## src/hw/ucac_consts.vh

```
// constants for the alpha field codec
`ifndef UCAC_CONSTS_VH
`define UCAC_CONSTS_VH
`define UCAC_TAG_WIDE 8'h80
`define UCAC_TAG_HALF 8'h81
`define UCAC_TAG_FULL 8'h82
`define UCAC_PAD 8'hFF
`define UCAC_ST_TAG 4'h0
`define UCAC_ST_HI 4'h1
`define UCAC_ST_LO 4'h2
`define UCAC_ST_CNT 4'h3
`define UCAC_ST_B1 4'h4
`define UCAC_ST_B2 4'h5
`define UCAC_ST_BODY 4'h6
`define UCAC_ST_DEF 4'h7
`define UCAC_ST_PAD 4'h8
`define UCAC_ST_SKIP 4'h9
`define UCAC_WORD_W 17
`endif

```

## src/hw/ucac_skid_buffer.v

```verilog
// two-entry buffer between decoder and character sink
`timescale 1ns/1ps
`include "ucac_consts.vh"
module ucac_skid_buffer (
	// clock and reset
	input wire clk,
	input wire arst_n,
	// fill side
	input wire inValid,
	output wire inReady,
	input wire [`UCAC_WORD_W-1:0] inWord,
	// drain side
	output wire outValid,
	input wire outReady,
	output wire [`UCAC_WORD_W-1:0] outWord
);
	reg [1:0] count_q;
	reg [`UCAC_WORD_W-1:0] e0_q;
	reg [`UCAC_WORD_W-1:0] e1_q;
	wire push;
	wire pop;
	assign inReady = (count_q != 2'h2);
	assign outValid = (count_q != 2'h0);
	assign outWord = e0_q;
	assign push = inValid && inReady;
	assign pop = outValid && outReady;
	always @(posedge clk or negedge arst_n) begin
		if (!arst_n) begin
			count_q <= 2'h0;
			e0_q <= {`UCAC_WORD_W{1'b0}};
			e1_q <= {`UCAC_WORD_W{1'b0}};
		end else begin
			case (count_q)
			2'h0: begin
				if (push) begin
					e0_q <= inWord;
					count_q <= 2'h1;
				end
			end
			2'h1: begin
				if (push && pop) begin
					e0_q <= inWord;
				end else if (push) begin
					e1_q <= inWord;
					count_q <= 2'h2;
				end else if (pop) begin
					count_q <= 2'h0;
				end
			end
			default: begin
				if (pop) begin
					e0_q <= e1_q;
					count_q <= 2'h1;
				end
			end
			endcase
		end
	end
endmodule

```

## src/hw/ucac_alpha_codec.v

```verilog
// alpha field octet decoder and format checker for 16-bit characters
`timescale 1ns/1ps
`include "ucac_consts.vh"
// Operation
// - tag 80: octet pairs, first is upper
// - wide scheme padding and odd octet FF
// - tag 81: count, then base bits 14..7
// - half scheme: default char or base+offset
// - tag 82: count, then two-octet base
// - full scheme: default char or base+offset
// - stop after count; FF inside is offset
// - tagged record of default chars only flagged
// - one coding form per record only
// - all three schemes decoded here
module ucac_alpha_codec (
	// clock and reset
	input wire clk,
	input wire arst_n,
	// octet stream in
	input wire inValid,
	output wire inReady,
	input wire [7:0] inOctet,
	input wire inLast,
	// character stream out
	output wire outValid,
	input wire outReady,
	output wire [15:0] outChar,
	output wire outIsUcs2,
	// record status
	output reg recDone_q,
	output reg recError_q
);
	reg [3:0] state_q;
	reg [3:0] state_d;
	reg [7:0] upperCharByte_q;
	reg [15:0] base_q;
	reg [15:0] base_d;
	reg [7:0] count_q;
	reg [7:0] count_d;
	reg strictPad_q;
	reg strictPad_d;
	reg wideSeen_q;
	reg wideSeen_d;
	reg charSeen_q;
	reg charSeen_d;
	reg err_q;
	reg err_d;
	reg emit;
	reg [15:0] emitChar;
	reg emitWide;
	wire bufReady;
	wire take;
	wire [15:0] pairChar;

	function [15:0] offsetChar;
		input [15:0] base;
		input [7:0] oct;
		begin
			if (oct[7])
				offsetChar = base + {9'h000, oct[6:0]};
			else
				offsetChar = {9'h000, oct[6:0]};
		end
	endfunction

	// whole stream stalls on the buffer; simpler than per-state ready
	assign inReady = bufReady;
	assign take = inValid && inReady;
	assign pairChar = {upperCharByte_q, inOctet};

	always @* begin
		state_d = state_q;
		base_d = base_q;
		count_d = count_q;
		strictPad_d = strictPad_q;
		wideSeen_d = wideSeen_q;
		charSeen_d = charSeen_q;
		err_d = err_q;
		emit = 1'b0;
		emitChar = 16'h0000;
		emitWide = 1'b0;
		case (state_q)
		`UCAC_ST_TAG: begin
			strictPad_d = 1'b0;
			wideSeen_d = 1'b0;
			charSeen_d = 1'b0;
			err_d = 1'b0;
			base_d = 16'h0000;
			if (inOctet == `UCAC_TAG_WIDE) begin
				strictPad_d = 1'b1;
				state_d = `UCAC_ST_HI;
			end else if (inOctet == `UCAC_TAG_HALF) begin
				// low base bit marks the half scheme until B2 rewrites it
				base_d = 16'h0001;
				state_d = `UCAC_ST_CNT;
			end else if (inOctet == `UCAC_TAG_FULL) begin
				state_d = `UCAC_ST_CNT;
			end else if (inOctet == `UCAC_PAD) begin
				state_d = `UCAC_ST_PAD;
			end else begin
				emit = 1'b1;
				// default chars are seven bits; a stray top bit is flagged
				emitChar = {9'h000, inOctet[6:0]};
				state_d = `UCAC_ST_DEF;
				// no top bit in default form
				if (inOctet[7])
					err_d = 1'b1;
			end
		end
		`UCAC_ST_HI: begin
			state_d = `UCAC_ST_LO;
			// odd trailing octet must be FF
			if (inLast && inOctet != `UCAC_PAD)
				err_d = 1'b1;
		end
		`UCAC_ST_LO: begin
			if (pairChar == 16'hFFFF) begin
				state_d = `UCAC_ST_PAD;
			end else begin
				emit = 1'b1;
				emitChar = pairChar;
				emitWide = 1'b1;
				charSeen_d = 1'b1;
				if (pairChar[15:7] != 9'h000)
					wideSeen_d = 1'b1;
				state_d = `UCAC_ST_HI;
			end
		end
		`UCAC_ST_CNT: begin
			count_d = inOctet;
			state_d = base_q[0] ? `UCAC_ST_B2 : `UCAC_ST_B1;
		end
		`UCAC_ST_B1: begin
			base_d = {inOctet, 8'h00};
			state_d = `UCAC_ST_B2;
		end
		`UCAC_ST_B2: begin
			if (base_q[0]) begin
				// bits 14..7 from octet, rest zero
				base_d = {1'b0, inOctet, 7'h00};
			end else begin
				base_d = {base_q[15:8], inOctet};
			end
			state_d = (count_q == 8'h00) ? `UCAC_ST_SKIP : `UCAC_ST_BODY;
		end
		`UCAC_ST_BODY: begin
			// default char or offset from base
			// same coding on the full base
			emit = 1'b1;
			emitChar = offsetChar(base_q, inOctet);
			emitWide = inOctet[7];
			charSeen_d = 1'b1;
			if (inOctet[7])
				wideSeen_d = 1'b1;
			// count ends the string, FF included
			count_d = count_q - 8'h01;
			if (count_q == 8'h01)
				state_d = `UCAC_ST_SKIP;
		end
		`UCAC_ST_DEF: begin
			if (inOctet == `UCAC_PAD) begin
				state_d = `UCAC_ST_PAD;
			end else begin
				emit = 1'b1;
				emitChar = {9'h000, inOctet[6:0]};
				if (inOctet[7])
					err_d = 1'b1;
			end
		end
		`UCAC_ST_PAD: begin
			if (strictPad_q && inOctet != `UCAC_PAD)
				err_d = 1'b1;
		end
		`UCAC_ST_SKIP: begin
			state_d = `UCAC_ST_SKIP;
		end
		default: begin
			state_d = `UCAC_ST_TAG;
		end
		endcase
		if (inLast) begin
			state_d = `UCAC_ST_TAG;
			// field ended before the count was met
			if (state_q == `UCAC_ST_CNT || state_q == `UCAC_ST_B1 ||
				state_q == `UCAC_ST_B2 ||
				(state_q == `UCAC_ST_BODY && count_q != 8'h01))
				err_d = 1'b1;
			if (charSeen_d && !wideSeen_d && state_q != `UCAC_ST_TAG &&
				state_q != `UCAC_ST_DEF && state_q != `UCAC_ST_PAD)
				err_d = 1'b1;
			if (state_q == `UCAC_ST_PAD && strictPad_q && charSeen_q &&
				!wideSeen_q)
				err_d = 1'b1;
		end
	end

	always @(posedge clk or negedge arst_n) begin
		if (!arst_n) begin
			state_q <= `UCAC_ST_TAG;
			upperCharByte_q <= 8'h00;
			base_q <= 16'h0000;
			count_q <= 8'h00;
			strictPad_q <= 1'b0;
			wideSeen_q <= 1'b0;
			charSeen_q <= 1'b0;
			err_q <= 1'b0;
			recDone_q <= 1'b0;
			recError_q <= 1'b0;
		end else begin
			recDone_q <= 1'b0;
			if (take) begin
				state_q <= state_d;
				base_q <= base_d;
				count_q <= count_d;
				strictPad_q <= strictPad_d;
				wideSeen_q <= wideSeen_d;
				charSeen_q <= charSeen_d;
				err_q <= err_d;
				if (state_q == `UCAC_ST_HI)
					upperCharByte_q <= inOctet;
				if (inLast) begin
					recDone_q <= 1'b1;
					recError_q <= err_d;
				end
			end
		end
	end

	// characters carry a wide flag through the buffer
	ucac_skid_buffer u_buf (
		.clk(clk),
		.arst_n(arst_n),
		.inValid(take && emit),
		.inReady(bufReady),
		.inWord({emitWide, emitChar}),
		.outValid(outValid),
		.outReady(outReady),
		.outWord({outIsUcs2, outChar})
	);
endmodule

```

## config.mk

```make
export PLATFORM = sky130hd
export DESIGN_NAME = ucac_alpha_codec
export DESIGN_NICKNAME = d
export VERILOG_FILES = /design/src/hw/ucac_skid_buffer.v /design/src/hw/ucac_alpha_codec.v
export VERILOG_INCLUDE_DIRS = /design/src /design/src/hw
export SDC_FILE = /design/constraint.sdc
export NUM_CORES = 1
export LEC_CHECK = 0
export ABC_CLOCK_PERIOD_IN_PS = 3900
export BUFFER_PORTS_ARGS = -buffer_cell sky130_fd_sc_hd__buf_2
export CAP_MARGIN = 20
export CORE_MARGIN = 3
export CORE_UTILIZATION = 45
export CTS_CLUSTER_SIZE = 25
export DETAILED_ROUTE_END_ITERATION = 8
export HOLD_SLACK_MARGIN = 0.12
export SLEW_MARGIN = 0
export SYNTH_ARGS = -nofsm -noshare
export SYNTH_HDL_FRONTEND = slang
export SYNTH_HIERARCHICAL = 1
export SYNTH_SLANG_ARGS = --single-unit
```

## constraint.sdc

```tcl
create_clock -name clk -period 3.9 [get_ports clk]
set_input_delay 0.78 -clock clk [delete_from_list [all_inputs] [get_ports clk]]
set_output_delay 0.78 -clock clk [all_outputs]
set_load 0.005 [all_outputs]
```

Word-level counts from Yosys, hierarchy flattened
Cells that the tools add are included.
- add/sub/neg operators: 2
- eq/ne operators: 29
- muxes and demuxes: 63
- bitwise operators: 1
- reduce and logical (&&, ||, !) cells: 39
- operators with widths (cell ; count):
    one-hot mux 16 bit (4 select lines) ; 1
    2-to-1 mux 17 bit ; 3
    2-to-1 mux 16 bit ; 3
    one-hot mux 16 bit (3 select lines) ; 1
    one-hot mux 4 bit (10 select lines) ; 1
    2-to-1 mux 4 bit ; 9
    one-hot mux 17 bit (2 select lines) ; 1
    == test 8 bit (second input constant) ; 4
    2-to-1 mux 1 bit ; 28
    2-to-1 mux 7 bit ; 4
    adder 16 x 7 -> 16 bit ; 1
    == test 16 bit (second input constant) ; 1
    == test 4 x 3 -> 1 bit (second input constant) ; 4
    one-hot mux 8 bit (2 select lines) ; 1
    logical AND 1 bit ; 15
    2-to-1 mux 2 bit ; 5
    AND reduction 2 bit ; 5
    AND reduction 3 bit ; 3
    nonzero test 9 bit ; 1
    == test 4 x 2 -> 1 bit (second input constant) ; 2
    == test 4 bit (second input constant) ; 2
    == test 8 x 1 -> 1 bit (second input constant) ; 1
    zero test 8 bit ; 1
    != test 2 bit (second input constant) ; 4
    other kinds (23) ; 33
- register bits: 78
- input port bits: 13
- output and inout bits: 21
- word-level logic and storage cells: 148

Longest topological paths before layout
Gate-level depths: netlist of the first run.
- depth in word-level cells: 12
- mapped depth: 10
- mapped depth without buffers: 10

Hierarchy
Netlist of the first run, hierarchy kept.
- by module, submodules not included (module ; times used ; cells an instance ; area each (um2) ; seq. area each (um2)):
    ucac_alpha_codec ; 1 ; 349 ; 3064.2 ; 1051.0
    ucac_skid_buffer ; 1 ; 103 ; 1601.5 ; 900.9

Worst setup path before layout of the first run
Ideal clock, no wire load.
- kind: input-to-reg
- start: input inOctet[0]
- end: register u_buf.e1_q[12]
- setup time: 0.127 ns
- data arrival time: 3.078 ns
- data required time: 3.773 ns
- path slack: 0.695 ns
- cell stages on the path: 9
- buffers on the path: 2
- path through: buf_2 -> nand4_1 -> nor2_1 -> or3_1 -> a311oi_1 -> nand2_1 -> nor3_4 -> buf_6 -> mux2_1
- word-level cells in the longest chain between the ends: 11
- elaborated cells between the ends (all ways): 20
- classes of those cells: add/sub: 1; eq/ne: 5; mux: 9; bitwise: 1; reduce/logical: 4
- ends and longest elaborated chain (item ; RTL line ; source):
    start, declared ; ucac_alpha_codec.v:22 ; input wire [7:0] inOctet,
    == test 8 bit (no source line) ; -- ;
    2-to-1 mux 1 bit ; ucac_alpha_codec.v:98, ucac_alpha_codec.v:161 ;
    2-to-1 mux 1 bit ; ucac_alpha_codec.v:96 ; end else if (inOctet == `UCAC_TAG_FULL) begin
    2-to-1 mux 1 bit ; ucac_alpha_codec.v:92 ; end else if (inOctet == `UCAC_TAG_HALF) begin
    2-to-1 mux 1 bit ; ucac_alpha_codec.v:89 ; if (inOctet == `UCAC_TAG_WIDE) begin
    one-hot mux 1 bit (4 select lines) ; ucac_alpha_codec.v:82 ; case (state_q)
    logical AND 1 bit ; ucac_alpha_codec.v:233 ; .inValid(take && emit),
    logical AND 1 bit ; ucac_skid_buffer.v:25 ; assign push = inValid && inReady;
    logical AND 1 bit ; ucac_skid_buffer.v:41 ; if (push && pop) begin
    NOT 1 bit (no source line) ; -- ;
    AND reduction 3 bit (no source line) ; -- ;
    end signal, assigned ; ucac_skid_buffer.v:31 ; e1_q <= {`UCAC_WORD_W{1'b0}};
    end signal, assigned ; ucac_skid_buffer.v:44 ; e1_q <= inWord;
    end, declared ; ucac_skid_buffer.v:19 ; reg [`UCAC_WORD_W-1:0] e1_q;
Several ways; a longest one is shown, not always the timed one.
A chain may end at the register's enable or synchronous reset.

Worst setup path in the final report of the first run
- start: register state_q[3]
- end: register u_buf.e1_q[13]
- word-level cells in the longest chain between the ends: 7
- elaborated cells between the ends (all ways): 11
- classes of those cells: eq/ne: 3; mux: 2; bitwise: 1; reduce/logical: 5
- ends and longest elaborated chain (item ; RTL line ; source):
    start, declared ; ucac_alpha_codec.v:33 ; reg [3:0] state_q;
    start signal, assigned ; ucac_alpha_codec.v:199 ; state_q <= `UCAC_ST_TAG;
    start signal, assigned ; ucac_alpha_codec.v:212 ; state_q <= state_d;
    == test 4 x 3 -> 1 bit (tied with other cells) ; ucac_alpha_codec.v:82 ;
    one-hot mux 1 bit (4 select lines) ; ucac_alpha_codec.v:82 ;
    logical AND 1 bit ; ucac_alpha_codec.v:233 ;
    logical AND 1 bit ; ucac_skid_buffer.v:25 ;
    logical AND 1 bit ; ucac_skid_buffer.v:41 ;
    NOT 1 bit (no source line) ; -- ;
    AND reduction 3 bit (no source line) ; -- ;
Several ways; a longest one is shown, not always the timed one.

==> parameters.txt, run 1 <==
Parameter                              Value

Pwr
  Switching power of the nets    1.47 mW
  Areal power density over the cells    721 nW/um^2
  Max VDD drop    0.268 mV
  Switching power share of the total    39.1%
  Internal power    2.29 mW
  Part of the total power dissipated in sequential elements    37.0%
  Leakage power summed over all cells    2.35 nW
  Part of the power in combinational logic    45.4%
  Share of power burned in the clock network    17.7%

STA
  Number of max-slew violations in the final report    0
  Highest achievable clock rate    0.322 GHz
  Setup repair after global routing missed its margin    false
  Clock period minus worst slack    3110 ps
  Number of setup violations in the final report    0
  Final Worst Setup Slack    792 ps
  Worst-case clock skew    10.1 ps
  Aggregate negative setup slack    0 ps
  Worst slew pin tran    943 ps
  Ratio of final minimum period to clock period    79.7%
  Number of hold-slack violations in the final timing report    0
  Slew margin rel.    36.7%

Drt
  Number of nets with antenna violations after detailed routing    0
  1st-iter DRT viols    182
  Via density per instance    5.79
  Wire length per cell after detailed routing    17.1 um
  DRC violation count after routing    0
  Total number of vias    3631
  Final wirelength    10700 um
  Drt first pass iters    5

Synth
  Fraction of the yosys area taken by sequential cells    41.8%
  Post-Syn Area per Cell    10.3 um^2
  #FFs+latches synth    78
  Cells after synthesis    452
  Synth Warn #    6
  Syn nets    477
  Primary flip-flop cell chosen by synthesis mapping    sky130_fd_sc_hd__dfrtp_1
  Proportion of register bits with asynchronous set or reset after synthesis    100%
  Unique masters post-synth    71
  Post-synthesis cell area    4670 um^2
  Count of flip-flops with a built-in enable after synthesis    0

CTS
  Total CTS buffers    9
  CTS Root Cell    sky130_fd_sc_hd__clkbuf_8
  Depth of the CTS H-tree    3
  Number of sinks driven by the clock tree    78
  Number of cells upsized or downsized after cts    0
  CTS clock-pin slew for the worst setup and hold paths    90 ps
  Post-CTS Setup Repair Bufs    0
  Clock Tree Buf Depth    2
  Later-pin clock latency in the skew report    350 ps
  Post-CTS Hold Buffers    0
  CTS tree    done

Critical path
  Critical path type    reg2reg
  Critical-path cell list    buf_4 -> nor2_1 -> nand2_1 -> or3_1 -> a311oi_1 -> buf_4 -> nand2_1 -> nor3_4 -> buf_4 -> mux2_2
  Sort of element at the end of the critical path    flip-flop
  Maximum fanout along the worst path    17
  Critical Path Start Type    flip-flop
  Most used cell along the critical path    sky130_fd_sc_hd__buf_4
  CP peak stage delay    470 ps
  Worst Path Buf+Inv    3
  Slowest stage cell, crit path    sky130_fd_sc_hd__or3_1
  Data required time of the worst path    4130 ps
  Cell class contributing the biggest share of worst-path delay    simple AND/OR/NAND/NOR gates
  Critical path arrival    3340 ps

GRT
  First-pass GRT wire length    18200 um
  Largest net degree at the start of global routing    79
  Via count of the first global-routing pass    3545
  GRT Overall Usage    19.8%
  Overflow left after global routing    0
  Antenna violations before repair    0

Outcome
  Result of the run    completed

Layout
  Nets    515
  Filler cell count    928
  Signed area change from the synthesized netlist to the final layout    11.7%
  Final antenna diode count    0
  Share of cells above drive strength 1    27.9%

Die
  Placeable Area    9910 um^2
  Starting Density    47.1%
  Die Ht    108 um
  Number of top-level pins    34
  Die outline width    108 um
  DIE AREA    11600 um^2
  Total number of placement rows    36

Placed design
  Post-DP HPWL    7640 um
  Worst setup timing slack at the placement stage    468 ps
  Global placer's final weighted congestion    0.872
  Total of buffers placed on input and output ports    33

Job
  Max_cap viols    0

Min path
  Min-delay worst type    in2async
worst paths after layout:
path | startpoint | end | slack, ps | depth (start not counted)
hold reg to reg | u_buf/e1_q[11]$_DFFE_PN0P_ | u_buf/e1_q[11]$_DFFE_PN0P_ | 490 | 1
hold / removal | arst_n | state_q[1]$_DFFE_PN0P_ | 240 | 1
setup reg to reg | state_q[3]$_DFFE_PN0P_ | u_buf/e1_q[13]$_DFFE_PN0P_ | 790 | 10
min in group clk | u_buf/e1_q[11]$_DFFE_PN0P_ | u_buf/e1_q[11]$_DFFE_PN0P_ | 490 | 1
setup / recovery | state_q[3]$_DFFE_PN0P_ | u_buf/e1_q[13]$_DFFE_PN0P_ | 790 | 10
max in group asynchronous | arst_n | u_buf/outWord[10]$_DFFE_PN0P_ | 3080 | 2
power by group through the flow:
stage               Combinational [mW]  Clock, mW  Sequential [mW]
finish                            1.70      0.664             1.39
global route                      1.90      0.722             1.44
CTS                               1.71      0.680             1.39
detailed placement                1.70          0             1.40
global placement                  1.68          0             1.39
floorplan                         1.30          0             1.34
registers in the layout (all words and copies together), names as in the netlist:
register / cells
base_q: 16
charSeen_q: 1
count_q: 8
err_q: 1
recDone_q: 1
recError_q: 1
state_q: 4
strictPad_q: 1
u_buf/count_q: 2
u_buf/e1_q: 17
u_buf/outWord: 17
upperCharByte_q: 8
wideSeen_q: 1
cells in the final DEF (no fill, tap or decap), types with 3 or more instances in the layout:
| master | synthesis | final |
|---|---|---|
| sky130_fd_sc_hd__o22a_1 | 3 | 3 |
| sky130_fd_sc_hd__buf_4 | 0 | 16 |
| sky130_fd_sc_hd__mux2i_1 | 3 | 3 |
| sky130_fd_sc_hd__nor4_1 | 5 | 5 |
| sky130_fd_sc_hd__buf_2 | 6 | 32 |
| sky130_fd_sc_hd__nand4_1 | 6 | 6 |
| sky130_fd_sc_hd__a22oi_1 | 8 | 8 |
| sky130_fd_sc_hd__ha_1 | 11 | 11 |
| sky130_fd_sc_hd__a21o_1 | 4 | 4 |
| sky130_fd_sc_hd__xnor2_1 | 11 | 11 |
| sky130_fd_sc_hd__mux2_2 | 52 | 52 |
| sky130_fd_sc_hd__nor2_1 | 39 | 39 |
| sky130_fd_sc_hd__o31ai_1 | 4 | 4 |
| sky130_fd_sc_hd__inv_1 | 9 | 9 |
| sky130_fd_sc_hd__nor3_1 | 12 | 12 |
| sky130_fd_sc_hd__and3_1 | 3 | 3 |
| sky130_fd_sc_hd__clkinvlp_4 | 0 | 3 |
| sky130_fd_sc_hd__mux2_1 | 10 | 10 |
| sky130_fd_sc_hd__a211o_1 | 3 | 3 |
| sky130_fd_sc_hd__a211oi_1 | 3 | 3 |
| sky130_fd_sc_hd__o21ai_1 | 8 | 8 |
| sky130_fd_sc_hd__a21oi_1 | 27 | 27 |
| sky130_fd_sc_hd__nand2b_1 | 5 | 5 |
| sky130_fd_sc_hd__nor3b_1 | 3 | 3 |
| sky130_fd_sc_hd__nand3_1 | 6 | 6 |
| sky130_fd_sc_hd__nand2_1 | 32 | 32 |
| sky130_fd_sc_hd__dfrtp_1 | 78 | 78 |
| sky130_fd_sc_hd__o21ai_0 | 24 | 24 |
| sky130_fd_sc_hd__xor2_1 | 3 | 3 |
| sky130_fd_sc_hd__a22o_1 | 10 | 10 |
| sky130_fd_sc_hd__o211ai_1 | 3 | 3 |
| sky130_fd_sc_hd__clkbuf_8 | 4 | 9 |
routing by layer:
layer,routed length (um),vias up,GRT usage (%)
li1,-,1746,-
met1,5080,1798,28.0
met2,4970,75,30.4
met3,503,12,4.32
met4,149,0,5.68
met5,0,-,0
cell usage after synthesis (4+ instances only):
master,count,area (um^2)
sky130_fd_sc_hd__a22oi_1,8,60.1
sky130_fd_sc_hd__nor3_1,12,60.1
sky130_fd_sc_hd__ha_1,11,138
sky130_fd_sc_hd__a22o_1,10,87.6
sky130_fd_sc_hd__inv_1,9,33.8
sky130_fd_sc_hd__mux2_1,10,113
sky130_fd_sc_hd__clkbuf_8,4,55.1
sky130_fd_sc_hd__nand4_1,6,37.5
sky130_fd_sc_hd__o21ai_0,24,120
sky130_fd_sc_hd__nand2b_1,5,31.3
sky130_fd_sc_hd__dfrtp_1,78,1950
sky130_fd_sc_hd__o31ai_1,4,30.0
sky130_fd_sc_hd__nor4_1,5,31.3
sky130_fd_sc_hd__nand2_1,32,120
sky130_fd_sc_hd__clkbuf_1,8,30.0
sky130_fd_sc_hd__buf_2,6,30.0
sky130_fd_sc_hd__nor2_1,39,146
sky130_fd_sc_hd__mux2_2,52,586
sky130_fd_sc_hd__a21oi_1,27,135
sky130_fd_sc_hd__o21ai_1,8,40.0
sky130_fd_sc_hd__a21o_1,4,30.0
sky130_fd_sc_hd__xnor2_1,11,96.3
sky130_fd_sc_hd__nand3_1,6,30.0
cell families after synthesis:
group | share of synthesized area, %
compound gates | 17.4
xor+xnor | 2.63
fa+ha+maj | 3.38
buf+inv | 4.02
flops | 41.8
mux | 15.6
simple gates | 15.1
area by class of cell:
class | instances | area (um^2) | area share [%]
timing repair buffer | 49 | 308 | 5.91
inverter | 11 | 41.3 | 0.792
multi-input combinational | 341 | 2530 | 48.6
tap | 133 | 166 | 3.19
clock buffer | 9 | 124 | 2.38
clock inverter | 6 | 87.6 | 1.68
sequential | 78 | 1950 | 37.5
metrics by stage:
step / instance area, um^2 / power, mW / utilization [%] / instances / hold WS [ps]
after floorplan: 4670 / 2.64 / - / 452 / 452
after global placement: 4960 / 3.07 / 50.1 / 610 / 462
after detailed placement: 4960 / 3.11 / 50.1 / 610 / 473
after CTS: 5180 / 3.78 / 52.2 / 625 / 491
after global routing: 5210 / 4.06 / 52.6 / 627 / 226
final: 5210 / 3.76 / 52.6 / 627 / 241
(Power assumes the default switching activity.)
==> inputs of run 2 (changes only) <==
- ABC_CLOCK_PERIOD_IN_PS: 3900 -> 2950
- clock period: 3.9 -> 2.95 ns (I/O delays scaled with it)
==> run 2 against run 1 <==
Net effect: core utilization grew 2.2 points; clock skew shrank 1.5 ps; hold slack gained 250 ps; sequential power grew 31%; fmax grew 13%; clock power grew 14%; combinational power grew 44%; setup slack lost 590 ps; non-clock buffer count grew 29.
==> parameters.txt, run 2 (same netlist as run 1, synthesis figures left out) <==
Parameter                              Value

Outcome
  Result of the run    completed

Critical path
  Reg2Reg Setup Slack    200 ps (-590 ps)
  Start of the worst register-to-register path    base_q[0]$_DFFE_PN0P_
  Crit Reg-Reg Endpoint    u_buf/outWord[14]$_DFFE_PN0P_
  Length in cells of the worst reg-to-reg path    11 (+1)
  Cell class contributing the biggest share of worst-path delay    compound AO/OA/AOI/OAI gates
  Worst Path Buf+Inv    1 (-2)
  Critical-path cell list    ha_1 -> fa_1 -> a21o_1 -> a21o_1 -> a21oi_1 -> buf_4 -> nor4b_1 -> xnor2_1 -> o21ai_0 -> mux2_2 -> mux2_2
  Sort of element at the end of the critical path    flip-flop
  Critical path arrival    2990 ps (-350 ps)
  Critical Path Start Type    flip-flop
  Critical path type    reg2reg
  Maximum fanout along the worst path    4 (-13)
  Data required time of the worst path    3190 ps (-940 ps)
  CP peak stage delay    430 ps (-40 ps)
  Slowest stage cell, crit path    sky130_fd_sc_hd__dfrtp_1

STA
  Worst slew pin tran    690 ps (-253 ps)
  Final-layout worst hold slack    490 ps (+249 ps)
  Ratio of final minimum period to clock period    93.3% (+14 points)
  Worst-case clock skew    8.68 ps (-1.45 ps)
  Highest achievable clock rate    0.364 GHz (+13%)
  Slew margin rel.    53.7% (+17 points)
  Number of setup violations in the final report    0 (unchanged)
  Number of max-slew violations in the final report    0 (unchanged)
  Clock period minus worst slack    2750 ps (-357 ps)
  Number of hold-slack violations in the final timing report    0 (unchanged)
  Setup repair after global routing missed its margin    false

Layout
  Non-filler instance count after layout    657 (+4.8%)
  Filler cell count    885 (-4.6%)
  Commonest cells after routing, fill and taps aside    sky130_fd_sc_hd__dfrtp_1, sky130_fd_sc_hd__mux2_2, sky130_fd_sc_hd__buf_4, sky130_fd_sc_hd__nor2_1
  Nets    544 (+5.6%)
  Share of cells above drive strength 1    31.9% (+3.9 points)
  Final antenna diode count    0 (unchanged)
  Signed area change from the synthesized netlist to the final layout    16.3%
  Commonest non-fill, non-tap cell in the layout    sky130_fd_sc_hd__dfrtp_1

Placed design
  Global placer's final weighted congestion    0.881 (+0.95%)
  Post-DP HPWL    8220 um (+7.6%)
  Total of buffers placed on input and output ports    33 (unchanged)
  Cell Count Post-Placement    639 (+4.8%)

Die
  Number of top-level pins    34 (unchanged)
  Starting Density    47.1% (unchanged)
  DIE AREA    11600 um^2 (unchanged)
  Die Ht    108 um (unchanged)
  Die outline width    108 um (unchanged)
  Total number of placement rows    36 (unchanged)
  Placeable Area    9910 um^2 (unchanged)

Min path
  Min-delay worst type    reg2reg
  Worst hold path cell count    2
  End point of the most critical hold path    recError_q$_DFFE_PN0P_
  Hold_sp    recError_q$_DFFE_PN0P_

Pwr
  Post-layout power    5.02 mW (+34%)
  Part of the power in combinational logic    48.5% (+3.1 points)
  Part of the total power dissipated in sequential elements    36.3% (-0.7 points)
  Leakage power summed over all cells    2.49 nW (+6.0%)
  Share of power burned in the clock network    15.1% (-2.6 points)
  Internal power    2.99 mW (+31%)
  Switching power of the nets    2.03 mW (+38%)
  Switching power share of the total    40.4% (+1.4 points)
  Areal power density over the cells    925 nW/um^2 (+28%)
  Max VDD drop    0.449 mV (+67%)

Drt
  Final wirelength    11300 um (+5.3%)
  Total number of vias    3772 (+3.9%)
  Wire length per cell after detailed routing    17.2 um (+0.45%)
  Number of nets with antenna violations after detailed routing    0 (unchanged)
  DRC violation count after routing    0 (unchanged)
  Via density per instance    5.74 (-0.86%)
  Drt first pass iters    4 (-1)
  1st-iter DRT viols    194 (+6.6%)

CTS
  Depth of the CTS H-tree    3 (unchanged)
  CTS Root Cell    sky130_fd_sc_hd__clkbuf_8
  CTS clock-pin slew for the worst setup and hold paths    90 ps (about the same)
  CTS tree    done
  Number of sinks driven by the clock tree    78 (unchanged)
  Clock Tree Buf Depth    2 (unchanged)
  Later-pin clock latency in the skew report    350 ps (about the same)
  Total CTS buffers    9 (unchanged)

GRT
  Overflow left after global routing    0 (unchanged)
  GRT Overall Usage    20.7% (+0.87 points)
  First-pass GRT wire length    19100 um (+4.7%)
  Via count of the first global-routing pass    3826 (+7.9%)
  Largest net degree at the start of global routing    79 (unchanged)
  Antenna violations before repair    0 (unchanged)

Job
  Max_cap viols    0 (unchanged)
## run 2: cell types whose count changed in the layout (fill, tap and decap cells not counted), moves of 2 or more
cell	previous run	this run
sky130_fd_sc_hd__buf_12	0	2
sky130_fd_sc_hd__buf_4	16	42
sky130_fd_sc_hd__bufinv_16	2	0
sky130_fd_sc_hd__inv_6	0	2
## run 2: what timing repair did
| item | CTS | global route |
|---|---|---|
| resized for setup | 0 | 0 |
| buffers inserted | 0 | 0 |
| hold buffers | 0 | 1 |
| hold endpoints to repair | 0 | 16 |
## run 2: cell type report
cell class / instances / area (um^2) / share of cell area (%)
multi-input cells: 341 / 2530 / 46.7
flip-flops and latches: 78 / 1950 / 36.0
repair buffers: 78 / 553 / 10.2
well taps: 133 / 166 / 3.07
clock buffers: 9 / 124 / 2.28
clock inverters: 7 / 57.6 / 1.06
inverters: 11 / 41.3 / 0.761
## run 2: layer usage
metal  vias to the layer above  GRT usage (%)  share of wire [%]
met5                         -              0                  0
met4                         0           5.77                1.0
met3                        13           3.96                5.0
met2                        97           33.2                 48
met1                      1859           28.5                 46
li1                       1803              -                  -
## run 2: worst reg2reg max path: stages (launching register included)
cell                      delay (ps)
sky130_fd_sc_hd__dfrtp_1         430
sky130_fd_sc_hd__ha_1            240
sky130_fd_sc_hd__fa_1            390
sky130_fd_sc_hd__a21o_1          190
sky130_fd_sc_hd__a21o_1          200
sky130_fd_sc_hd__a21oi_1         190
sky130_fd_sc_hd__buf_4           170
sky130_fd_sc_hd__nor4b_1          60
sky130_fd_sc_hd__xnor2_1         130
sky130_fd_sc_hd__o21ai_0         120
sky130_fd_sc_hd__mux2_2          290
sky130_fd_sc_hd__mux2_2          260
## run 2: per-stage QoR
step / util (%) / cell area (um^2) / setup WS [ps] / TNS, ps
floorplan: - / 4670 / 91.8 / 0
global placement: 52.6 / 5210 / -39.1 / -121
detailed placement: 52.6 / 5210 / -96.2 / -326
CTS: 54.4 / 5390 / 187 / 0
global route: 54.8 / 5430 / 27.9 / 0
finish: 54.8 / 5430 / 199 / 0
## run 2: worst max path at each step
stage / start / endpoint / slack [ps] / depth (start not counted)
global route: base_q[0]$_DFFE_PN0P_ / u_buf/outWord[8]$_DFFE_PN0P_ / 30 / 11
CTS: base_q[0]$_DFFE_PN0P_ / u_buf/outWord[14]$_DFFE_PN0P_ / 190 / 11
finish: base_q[0]$_DFFE_PN0P_ / u_buf/outWord[14]$_DFFE_PN0P_ / 200 / 11
global placement: inOctet[0] / u_buf/outWord[12]$_DFFE_PN0P_ / -40 / 12
detailed placement: inOctet[0] / u_buf/outWord[14]$_DFFE_PN0P_ / -100 / 12
floorplan: inOctet[0] / u_buf/e1_q[12]$_DFFE_PN0P_ / 90 / 9
## run 2: power groups by stage
stage | clock network (mW) | registers, mW | logic [mW]
floorplan | 0 | 1.77 | 1.73
global placement | 0 | 1.82 | 2.39
detailed placement | 0 | 1.84 | 2.43
CTS | 0.788 | 1.82 | 2.44
global route | 0.827 | 1.88 | 2.70
finish | 0.760 | 1.82 | 2.44
